$ cat src/chgst_defs.svh
// Overview of operation
// - Status registers sit at offsets 0x0, 0x1, 0x2; read-only.
// - Charger state bit 6 shows the taper phase.
// - Charger state bit 5 shows charge done.
// - Bits 4..1 show current limit, power-path, input-voltage, thermal regulation.
// - Bit 0 shows input power good: above both thresholds, below over-voltage.
// - Fault bit 7 shows input over-voltage, bit 5 battery over-current.
// - Fault bit 4 shows battery below its low threshold.
// - Fault bit 2 shows the cool thermistor region.
// - Fault bit 1 shows the warm thermistor region.
// - Comparator bits 6..4 show alarms one to three.
// - Comparator bit 0 shows open thermistor; bits 7 and 3..1 reserved.
// - Each condition has a flag that latches on entry (power good on any change), cleared by read.
// - The bus target address is 0x6B.
`ifndef CHGST_DEFS_SVH
`define CHGST_DEFS_SVH
`define CHGST_OFS_CHARGER 8'h00
`define CHGST_OFS_FAULT 8'h01
`define CHGST_OFS_COMP 8'h02
`define CHGST_OFS_FLAG_CHARGER 8'h03
`define CHGST_OFS_FLAG_FAULT 8'h04
`define CHGST_OFS_FLAG_COMP 8'h05
`define CHGST_TARGET_ADDR 7'h6b
`define CHGST_FLAG_RESET 8'h00
`define CHGST_MASK_CHARGER 8'h7f
`define CHGST_MASK_FAULT 8'hbf
`define CHGST_MASK_COMP 8'h71
`endif

$ cat src/chgst_pkg.sv
package chgst_pkg;
   typedef struct packed {
      logic taper_phase_active;
      logic charge_done;
      logic input_current_limiting;
      logic power_path_regulating;
      logic input_voltage_regulating;
      logic thermal_regulating;
      logic input_above_uvlo;
      logic input_above_sleep;
      logic input_below_ovp;
      logic input_overvoltage;
      logic battery_overcurrent;
      logic battery_undervoltage;
      logic therm_cold_region;
      logic therm_cool_region;
      logic therm_warm_region;
      logic therm_hot_region;
      logic alarm_one_state;
      logic alarm_two_state;
      logic alarm_three_state;
      logic therm_open_state;
   } chgst_cond_type;
   typedef struct packed {
      logic valid;
      logic write;
      logic [6:0] target;
      logic [7:0] offset;
      logic [7:0] wdata;
   } chgst_req_type;
endpackage

$ cat src/chgst_sync.sv
`timescale 1ns/1ns
`default_nettype none
module chgst_sync (
   input wire logic core_clk_i,
   input wire logic reset_n_i,
   input wire logic [19:0] async_i,
   output logic [19:0] sync_o
);
   logic [19:0] meta_q;
   logic [19:0] sync_q;
   genvar g;
   generate
      for (g = 0; g < 20; g++) begin : g_bit
         always_ff @(posedge core_clk_i or negedge reset_n_i) begin
            if (!reset_n_i) begin
               meta_q[g] <= 1'b0;
               sync_q[g] <= 1'b0;
            end else begin
               meta_q[g] <= async_i[g];
               sync_q[g] <= meta_q[g];
            end
         end
      end
   endgenerate
   assign sync_o = sync_q;
endmodule
`default_nettype wire

$ cat src/chgst_regs.sv
`timescale 1ns/1ns
`default_nettype none
`include "chgst_defs.svh"
module chgst_regs (
   input wire logic core_clk_i,
   input wire logic reset_n_i,
   input wire chgst_pkg::chgst_cond_type cond_i,
   input wire chgst_pkg::chgst_req_type req_i,
   output logic ack_o,
   output logic [7:0] rdata_o
);
   import chgst_pkg::*;
   chgst_cond_type cond_s;
   logic [7:0] st_chg, st_flt, st_cmp;
   logic [7:0] prev_chg_q, prev_chg_d, prev_flt_q, prev_flt_d, prev_cmp_q, prev_cmp_d;
   logic [7:0] flg_chg_q, flg_chg_d, flg_flt_q, flg_flt_d, flg_cmp_q, flg_cmp_d;
   logic [7:0] rdata_q, rdata_d;
   logic ack_q, ack_d, prim_q, prim_d;
   logic hit;

   chgst_sync u_sync (
      .core_clk_i(core_clk_i),
      .reset_n_i(reset_n_i),
      .async_i(cond_i),
      .sync_o(cond_s)
   );

   always_comb begin
      st_chg = {1'b0, cond_s.taper_phase_active,
         cond_s.charge_done,
         cond_s.input_current_limiting, cond_s.power_path_regulating,
         cond_s.input_voltage_regulating, cond_s.thermal_regulating,
         cond_s.input_above_uvlo & cond_s.input_above_sleep & cond_s.input_below_ovp};
      st_flt = {cond_s.input_overvoltage, 1'b0, cond_s.battery_overcurrent,
         cond_s.battery_undervoltage,
         cond_s.therm_cold_region,
         cond_s.therm_cool_region,
         cond_s.therm_warm_region,
         cond_s.therm_hot_region};
      st_cmp = {1'b0, cond_s.alarm_one_state, cond_s.alarm_two_state,
         cond_s.alarm_three_state, 3'b000, cond_s.therm_open_state};
   end

   assign hit = req_i.valid && (req_i.target == `CHGST_TARGET_ADDR);

   always_comb begin
      prev_chg_d = st_chg;
      prev_flt_d = st_flt;
      prev_cmp_d = st_cmp;
      prim_d = 1'b1;
      ack_d = hit;
      rdata_d = rdata_q;
      // Entry detect on most bits; power good flags any change
      flg_chg_d = flg_chg_q;
      flg_flt_d = flg_flt_q;
      flg_cmp_d = flg_cmp_q;
      if (hit && !req_i.write) begin
         unique case (req_i.offset)
            `CHGST_OFS_CHARGER: rdata_d = st_chg & `CHGST_MASK_CHARGER;
            `CHGST_OFS_FAULT: rdata_d = st_flt & `CHGST_MASK_FAULT;
            `CHGST_OFS_COMP: rdata_d = st_cmp & `CHGST_MASK_COMP;
            `CHGST_OFS_FLAG_CHARGER: begin
               rdata_d = flg_chg_q;
               flg_chg_d = `CHGST_FLAG_RESET;
            end
            `CHGST_OFS_FLAG_FAULT: begin
               rdata_d = flg_flt_q;
               flg_flt_d = `CHGST_FLAG_RESET;
            end
            `CHGST_OFS_FLAG_COMP: begin
               rdata_d = flg_cmp_q;
               flg_cmp_d = `CHGST_FLAG_RESET;
            end
            default: rdata_d = 8'h00;
         endcase
      end
      // Set wins over clear; no flags in the first cycle after reset
      if (prim_q) begin
         flg_chg_d = flg_chg_d | (st_chg & ~prev_chg_q & 8'h7e)
            | {7'h00, st_chg[0] ^ prev_chg_q[0]};
         flg_flt_d = flg_flt_d | (st_flt & ~prev_flt_q & `CHGST_MASK_FAULT);
         flg_cmp_d = flg_cmp_d | (st_cmp & ~prev_cmp_q & `CHGST_MASK_COMP);
      end
   end

   // Writes are acknowledged but never change state
   always_ff @(posedge core_clk_i or negedge reset_n_i) begin
      if (!reset_n_i) begin
         prev_chg_q <= 8'h00;
         prev_flt_q <= 8'h00;
         prev_cmp_q <= 8'h00;
         flg_chg_q <= `CHGST_FLAG_RESET;
         flg_flt_q <= `CHGST_FLAG_RESET;
         flg_cmp_q <= `CHGST_FLAG_RESET;
         rdata_q <= 8'h00;
         ack_q <= 1'b0;
         prim_q <= 1'b0;
      end else begin
         prev_chg_q <= prev_chg_d;
         prev_flt_q <= prev_flt_d;
         prev_cmp_q <= prev_cmp_d;
         flg_chg_q <= flg_chg_d;
         flg_flt_q <= flg_flt_d;
         flg_cmp_q <= flg_cmp_d;
         rdata_q <= rdata_d;
         ack_q <= ack_d;
         prim_q <= prim_d;
      end
   end

   assign ack_o = ack_q;
   assign rdata_o = rdata_q;

   property p_reserved_zero;
      @(posedge core_clk_i) disable iff (!reset_n_i)
         (hit && !req_i.write && req_i.offset == `CHGST_OFS_COMP) |=> (rdata_o[7] == 1'b0
            && rdata_o[3:1] == 3'b000);
   endproperty
   a_reserved_zero: assert property (p_reserved_zero) else $error("reserved bit set");

   property p_pgood;
      @(posedge core_clk_i) disable iff (!reset_n_i)
         (hit && !req_i.write && req_i.offset == `CHGST_OFS_CHARGER) |=>
            rdata_o[0] == ($past(cond_s.input_above_uvlo) && $past(cond_s.input_above_sleep)
               && $past(cond_s.input_below_ovp));
   endproperty
   a_pgood: assert property (p_pgood) else $error("power good wrong");

   property p_taper;
      @(posedge core_clk_i) disable iff (!reset_n_i)
         (hit && !req_i.write && req_i.offset == `CHGST_OFS_CHARGER) |=>
            rdata_o[7:6] == {1'b0, $past(cond_s.taper_phase_active)};
   endproperty
   a_taper: assert property (p_taper) else $error("taper bit wrong");

   property p_fault;
      @(posedge core_clk_i) disable iff (!reset_n_i)
         (hit && !req_i.write && req_i.offset == `CHGST_OFS_FAULT) |=>
            rdata_o == ($past(st_flt) & 8'hbf);
   endproperty
   a_fault: assert property (p_fault) else $error("fault register wrong");

   property p_cold;
      @(posedge core_clk_i) disable iff (!reset_n_i)
         (hit && !req_i.write && req_i.offset == `CHGST_OFS_FAULT) |=>
            rdata_o[3] == $past(cond_s.therm_cold_region);
   endproperty
   a_cold: assert property (p_cold) else $error("cold bit wrong");

   property p_alarm;
      @(posedge core_clk_i) disable iff (!reset_n_i)
         (hit && !req_i.write && req_i.offset == `CHGST_OFS_COMP) |=>
            rdata_o[6:4] == {$past(cond_s.alarm_one_state), $past(cond_s.alarm_two_state),
               $past(cond_s.alarm_three_state)};
   endproperty
   a_alarm: assert property (p_alarm) else $error("alarm bits wrong");

   property p_write_none;
      @(posedge core_clk_i) disable iff (!reset_n_i)
         (hit && req_i.write) |=> rdata_o == $past(rdata_o);
   endproperty
   a_write_none: assert property (p_write_none) else $error("write changed data");

   property p_flag_set;
      @(posedge core_clk_i) disable iff (!reset_n_i)
         (prim_q && st_flt[3] && !prev_flt_q[3]) |=> flg_flt_q[3];
   endproperty
   a_flag_set: assert property (p_flag_set) else $error("flag not latched");

   property p_addr;
      @(posedge core_clk_i) disable iff (!reset_n_i)
         (req_i.valid && req_i.target != `CHGST_TARGET_ADDR) |=> !ack_o;
   endproperty
   a_addr: assert property (p_addr) else $error("wrong target answered");

   property p_ack;
      @(posedge core_clk_i) disable iff (!reset_n_i)
         hit |=> ack_o;
   endproperty
   a_ack: assert property (p_ack) else $error("own target not answered");

   property p_done;
      @(posedge core_clk_i) disable iff (!reset_n_i)
         (hit && !req_i.write && req_i.offset == `CHGST_OFS_CHARGER) |=>
            rdata_o[5] == $past(cond_s.charge_done);
   endproperty
   a_done: assert property (p_done) else $error("done bit wrong");

   property p_regulating;
      @(posedge core_clk_i) disable iff (!reset_n_i)
         (hit && !req_i.write && req_i.offset == `CHGST_OFS_CHARGER) |=>
            rdata_o[4:1] == {$past(cond_s.input_current_limiting),
               $past(cond_s.power_path_regulating), $past(cond_s.input_voltage_regulating),
               $past(cond_s.thermal_regulating)};
   endproperty
   a_regulating: assert property (p_regulating) else $error("regulation bits wrong");

   property p_battery_low;
      @(posedge core_clk_i) disable iff (!reset_n_i)
         (hit && !req_i.write && req_i.offset == `CHGST_OFS_FAULT) |=>
            rdata_o[4] == $past(cond_s.battery_undervoltage);
   endproperty
   a_battery_low: assert property (p_battery_low) else $error("battery low bit wrong");

   property p_cool;
      @(posedge core_clk_i) disable iff (!reset_n_i)
         (hit && !req_i.write && req_i.offset == `CHGST_OFS_FAULT) |=>
            rdata_o[2] == $past(cond_s.therm_cool_region);
   endproperty
   a_cool: assert property (p_cool) else $error("cool bit wrong");

   property p_warm;
      @(posedge core_clk_i) disable iff (!reset_n_i)
         (hit && !req_i.write && req_i.offset == `CHGST_OFS_FAULT) |=>
            rdata_o[1] == $past(cond_s.therm_warm_region);
   endproperty
   a_warm: assert property (p_warm) else $error("warm bit wrong");

   property p_hot;
      @(posedge core_clk_i) disable iff (!reset_n_i)
         (hit && !req_i.write && req_i.offset == `CHGST_OFS_FAULT) |=>
            rdata_o[0] == $past(cond_s.therm_hot_region);
   endproperty
   a_hot: assert property (p_hot) else $error("hot bit wrong");

   property p_open;
      @(posedge core_clk_i) disable iff (!reset_n_i)
         (hit && !req_i.write && req_i.offset == `CHGST_OFS_COMP) |=>
            rdata_o[0] == $past(cond_s.therm_open_state);
   endproperty
   a_open: assert property (p_open) else $error("open bit wrong");

   property p_unmapped;
      @(posedge core_clk_i) disable iff (!reset_n_i)
         (hit && !req_i.write && req_i.offset > `CHGST_OFS_FLAG_COMP) |=> rdata_o == 8'h00;
   endproperty
   a_unmapped: assert property (p_unmapped) else $error("unmapped offset not zero");

   property p_flag_clear;
      @(posedge core_clk_i) disable iff (!reset_n_i)
         (hit && !req_i.write && req_i.offset == `CHGST_OFS_FLAG_FAULT
            && !(prim_q && |(st_flt & ~prev_flt_q & `CHGST_MASK_FAULT)))
            |=> flg_flt_q == 8'h00;
   endproperty
   a_flag_clear: assert property (p_flag_clear) else $error("flag not cleared");

   property p_pgood_flag;
      @(posedge core_clk_i) disable iff (!reset_n_i)
         (prim_q && (st_chg[0] != prev_chg_q[0])) |=> flg_chg_q[0];
   endproperty
   a_pgood_flag: assert property (p_pgood_flag) else $error("power good change missed");

   c_read_chg: cover property (@(posedge core_clk_i)
      hit && !req_i.write && req_i.offset == `CHGST_OFS_CHARGER);
   c_read_flag: cover property (@(posedge core_clk_i)
      hit && !req_i.write && req_i.offset == `CHGST_OFS_FLAG_FAULT && flg_flt_q != 8'h00);
   c_write: cover property (@(posedge core_clk_i) hit && req_i.write);
endmodule
`default_nettype wire

$ cat config.mk
export PLATFORM = sky130hd
export DESIGN_NAME = chgst_regs
export DESIGN_NICKNAME = d
export VERILOG_FILES = /design/src/chgst_pkg.sv /design/src/chgst_sync.sv /design/src/chgst_regs.sv
export VERILOG_INCLUDE_DIRS = /design/src
export SDC_FILE = /design/constraint.sdc
export NUM_CORES = 1
export LEC_CHECK = 0
export ABC_AREA = 1
export ABC_CLOCK_PERIOD_IN_PS = 1300
export BUFFER_PORTS_ARGS = -buffer_cell sky130_fd_sc_hd__buf_2
export CAP_MARGIN = 20
export CORE_MARGIN = 2
export CORE_UTILIZATION = 51
export CTS_BUF_LIST = sky130_fd_sc_hd__clkbuf_16
export CTS_CLUSTER_SIZE = 40
export DETAILED_ROUTE_END_ITERATION = 16
export PLACE_DENSITY = 0.74
export REMOVE_ABC_BUFFERS = 1
export SYNTH_ARGS = -nofsm -noshare
export SYNTH_HDL_FRONTEND = slang
export SYNTH_SLANG_ARGS = --single-unit
$ cat constraint.sdc
create_clock -name core_clk_i -period 1.3 [get_ports core_clk_i]
set_input_delay 0.13 -clock core_clk_i [delete_from_list [all_inputs] [get_ports core_clk_i]]
set_output_delay 0.13 -clock core_clk_i [all_outputs]
set_load 0.05 [all_outputs]
==> flow_summary.ini <==
[detailed_routing]
drcViolationCount = 0
vias_per_cell = 4.84
wl_um = 5660
drtPass1Iterations = 4
wl_per_cell_um = 12.9
antenna_left = 0
drt_iter0_markers = 156
vias = 2116

[critical_path]
slowest_delay_ns = 0.34
critPathCaptureType = primary output
worst-setup-path-type = reg2out
crit_arrival_ns = 0.94
required_ns = 1.17
path_buf_inv = 1
crit_fanout = 2
cp_slowest_cell = dfrtp_1
crit_chain = buf_2
start_kind = flop
worst-r2r-setup-slack_ns = 0.35
path_delay_family = flip-flops

[synthesis]
async_reset_ff_frac = 1.00
ys_warn_count = 0
synth_edf_count = 0
synthesis.area_um2 = 3080
syn_area_per_cell_um2 = 11.3
synth_cells = 274
synth-seq-area-share = 0.698
synthFlopType = dfrtp_1
synth_cell_types = 23
synth-seq-cells = 86

[outcome]
status = complete, no violations

[sta]
post-route-min-period_ns = 1.07
finalHoldViolCount = 0
timing.fmax_mhz = 932
postLayoutSetupSlackWorst_ns = 0.227
rsz0062_at_grt = false
slew_violations = 0
setup_tns_ns = 0
clock_skew_ns = 0.00587
timing.final.crit_share = 0.825
setup_violations = 0

[clock_tree]
worstSkewPairLatency_ns = 0.33
h-tree-depth = 3
cts_root_buffer = clkbuf_16
cts_tree = yes
numCtsBuffers = 9
clk_pin_slew_ns = 0.06
cts.sinks = 86
clk_path_buf_depth = 2

[layout]
syn2layout_area_growth_pct = 28.7
num_antenna_cells = 0
drive_gt1_frac = 0.268
fillers = 470
fin_area_um2 = 3970
final_nets = 404

[place]
placed_area_um2 = 3470
hpwl_um = 3790
io_buffer_count = 47
pre_cts_slack_ns = 0.0926
gp_congestion = 0.874

[power]
pwr-share-seq = 0.506
power_density_nw_per_um2 = 1400
power_w = 0.00557
switching_share = 0.215
p_switching_w = 0.00120
ir_worst_vdd_mv = 0.901
combPwrFrac = 0.057
pwr-share-clk = 0.436
leakagePower_nw = 2.04
intPower_w = 0.00437

[global_routing]
grtUsageTotal = 0.197
grt.overflow.total = 0
grt_pass1_vias = 2124
grt_first_pass_wirelength_um = 9580
antenna_found_initial = 0
grt_max_degree = 35

[flow_run]
drv_cap = 0

[worst_hold_path]
hold_path.class = in2reg

[die]
start_util = 0.524
fp-row-count = 28
chipWidth_um = 81.8
design.die.area_um2 = 6680
core_area_um2 = 5890
die_h_um = 81.8
io_pins = 56
## kinds of logic after synthesis
group / Yosys count / synth area share
AOI/OAI and AO/OA: 29 / 0.0560
buffers and inverters: 30 / 0.0446
DFF: 86 / 0.698
other: 1 / 0.00122
and+or+nand+nor: 128 / 0.200
## metrics by stage
step | utilization | std cells | hold WS [ns]
2_1_floorplan | - | 270 | -0.166
3_3_place_gp | 0.590 | 400 | 0.0371
3_5_place_dp | 0.590 | 400 | 0.0411
4_1_cts | 0.674 | 437 | 0.177
5_1_grt | 0.674 | 437 | 0.230
6_report | 0.674 | 437 | 0.179
## layer usage
layer	share of wire	GRT usage
met1	0.43	0.242
met2	0.50	0.325
met3	0.047	0.0473
met4	0.021	0.0983
met5	0	0
## cell usage after synthesis (2+ instances only)
master / n / area (um^2)
dfrtp_1: 86 / 2150
nand2_1: 70 / 263
nand3_1: 22 / 110
inv_1: 20 / 75.1
nor2_1: 14 / 52.6
o21ai_1: 13 / 65.1
nand2_2: 8 / 50.1
o31ai_1: 7 / 52.6
o21ai_0: 6 / 30.0
inv_2: 5 / 18.8
nor2_2: 5 / 31.3
buf_6: 3 / 33.8
nor2_4: 3 / 33.8
a21oi_2: 2 / 17.5
nand2_4: 2 / 22.5
## placed cells by master, fill, tap and decap left out
cell,netlist,layout
nor2_1,14,14
nor3_2,1,1
a21oi_2,2,2
buf_2,0,46
o31ai_1,7,7
dfrtp_1,86,86
clkbuf_16,0,9
inv_4,1,1
nand4_1,1,1
nand2_4,2,2
a21boi_1,1,1
o21ai_0,6,6
clkinvlp_4,0,1
nand3_1,22,22
nor2_4,3,3
inv_1,20,23
nand2_1,70,70
nor2_2,5,5
buf_12,0,3
conb_1,1,1
buf_4,0,6
bufinv_16,0,1
nand3_4,1,1
nor2_8,1,1
clkinv_2,0,2
o21ai_1,13,13
dlygate4sd3_1,0,21
nand2_2,8,8
inv_2,5,5
## timing repair
action	4_1_cts	5_1_grt
setup buffers	0	0
resized for setup	0	0
hold buffers	21	0
hold endpoints to repair	94	0
## power by group through the flow
stage / registers (W) / clock network, W / logic [W]
6_report: 0.00282 / 0.00243 / 0.000318
5_1_grt: 0.00283 / 0.00259 / 0.000357
4_1_cts: 0.00282 / 0.00248 / 0.000323
3_5_place_dp: 0.00287 / 0 / 0.000274
3_3_place_gp: 0.00286 / 0 / 0.000267
2_1_floorplan: 0.00289 / 0 / 0.0000799
## path summary, 6_finish.rpt
path,start,endpoint,cells past startpoint
worst max-delay path,rdata_o[0],rdata_o[0],1
worst min-delay path,req_i[16],ack_o,5
worst max register to register,u_sync.sync_o[13],rdata_o[0],6
worst min register to register,u_sync.meta_q[3],u_sync.sync_o[3],0
max in group asynchronous,reset_n_i,u_sync.sync_o[4],3
min in group asynchronous,reset_n_i,flg_chg_q[6],2
## final cells by class
type / count / area (um^2) / share of cell area
Clock inverter: 7 / 58.8 / 0.0148
Timing Repair Buffer: 76 / 546 / 0.137
Tap cell: 75 / 93.8 / 0.0236
Sequential cell: 86 / 2150 / 0.542
Multi-Input combinational cell: 158 / 793 / 0.200
Clock buffer: 9 / 225 / 0.0567
Inverter: 26 / 100 / 0.0252
## state kept, by name, indices dropped and copies added, names as in the netlist
register       count
u_sync.meta_q     20
u_sync.sync_o     20
flg_cmp_q          4
prev_chg_q         7
flg_flt_q          7
ack_o              1
flg_chg_q          7
prev_flt_q         7
rdata_o            8
prim_q             1
prev_cmp_q         4
No activity file was read; power rests on OpenSTA's default activity.
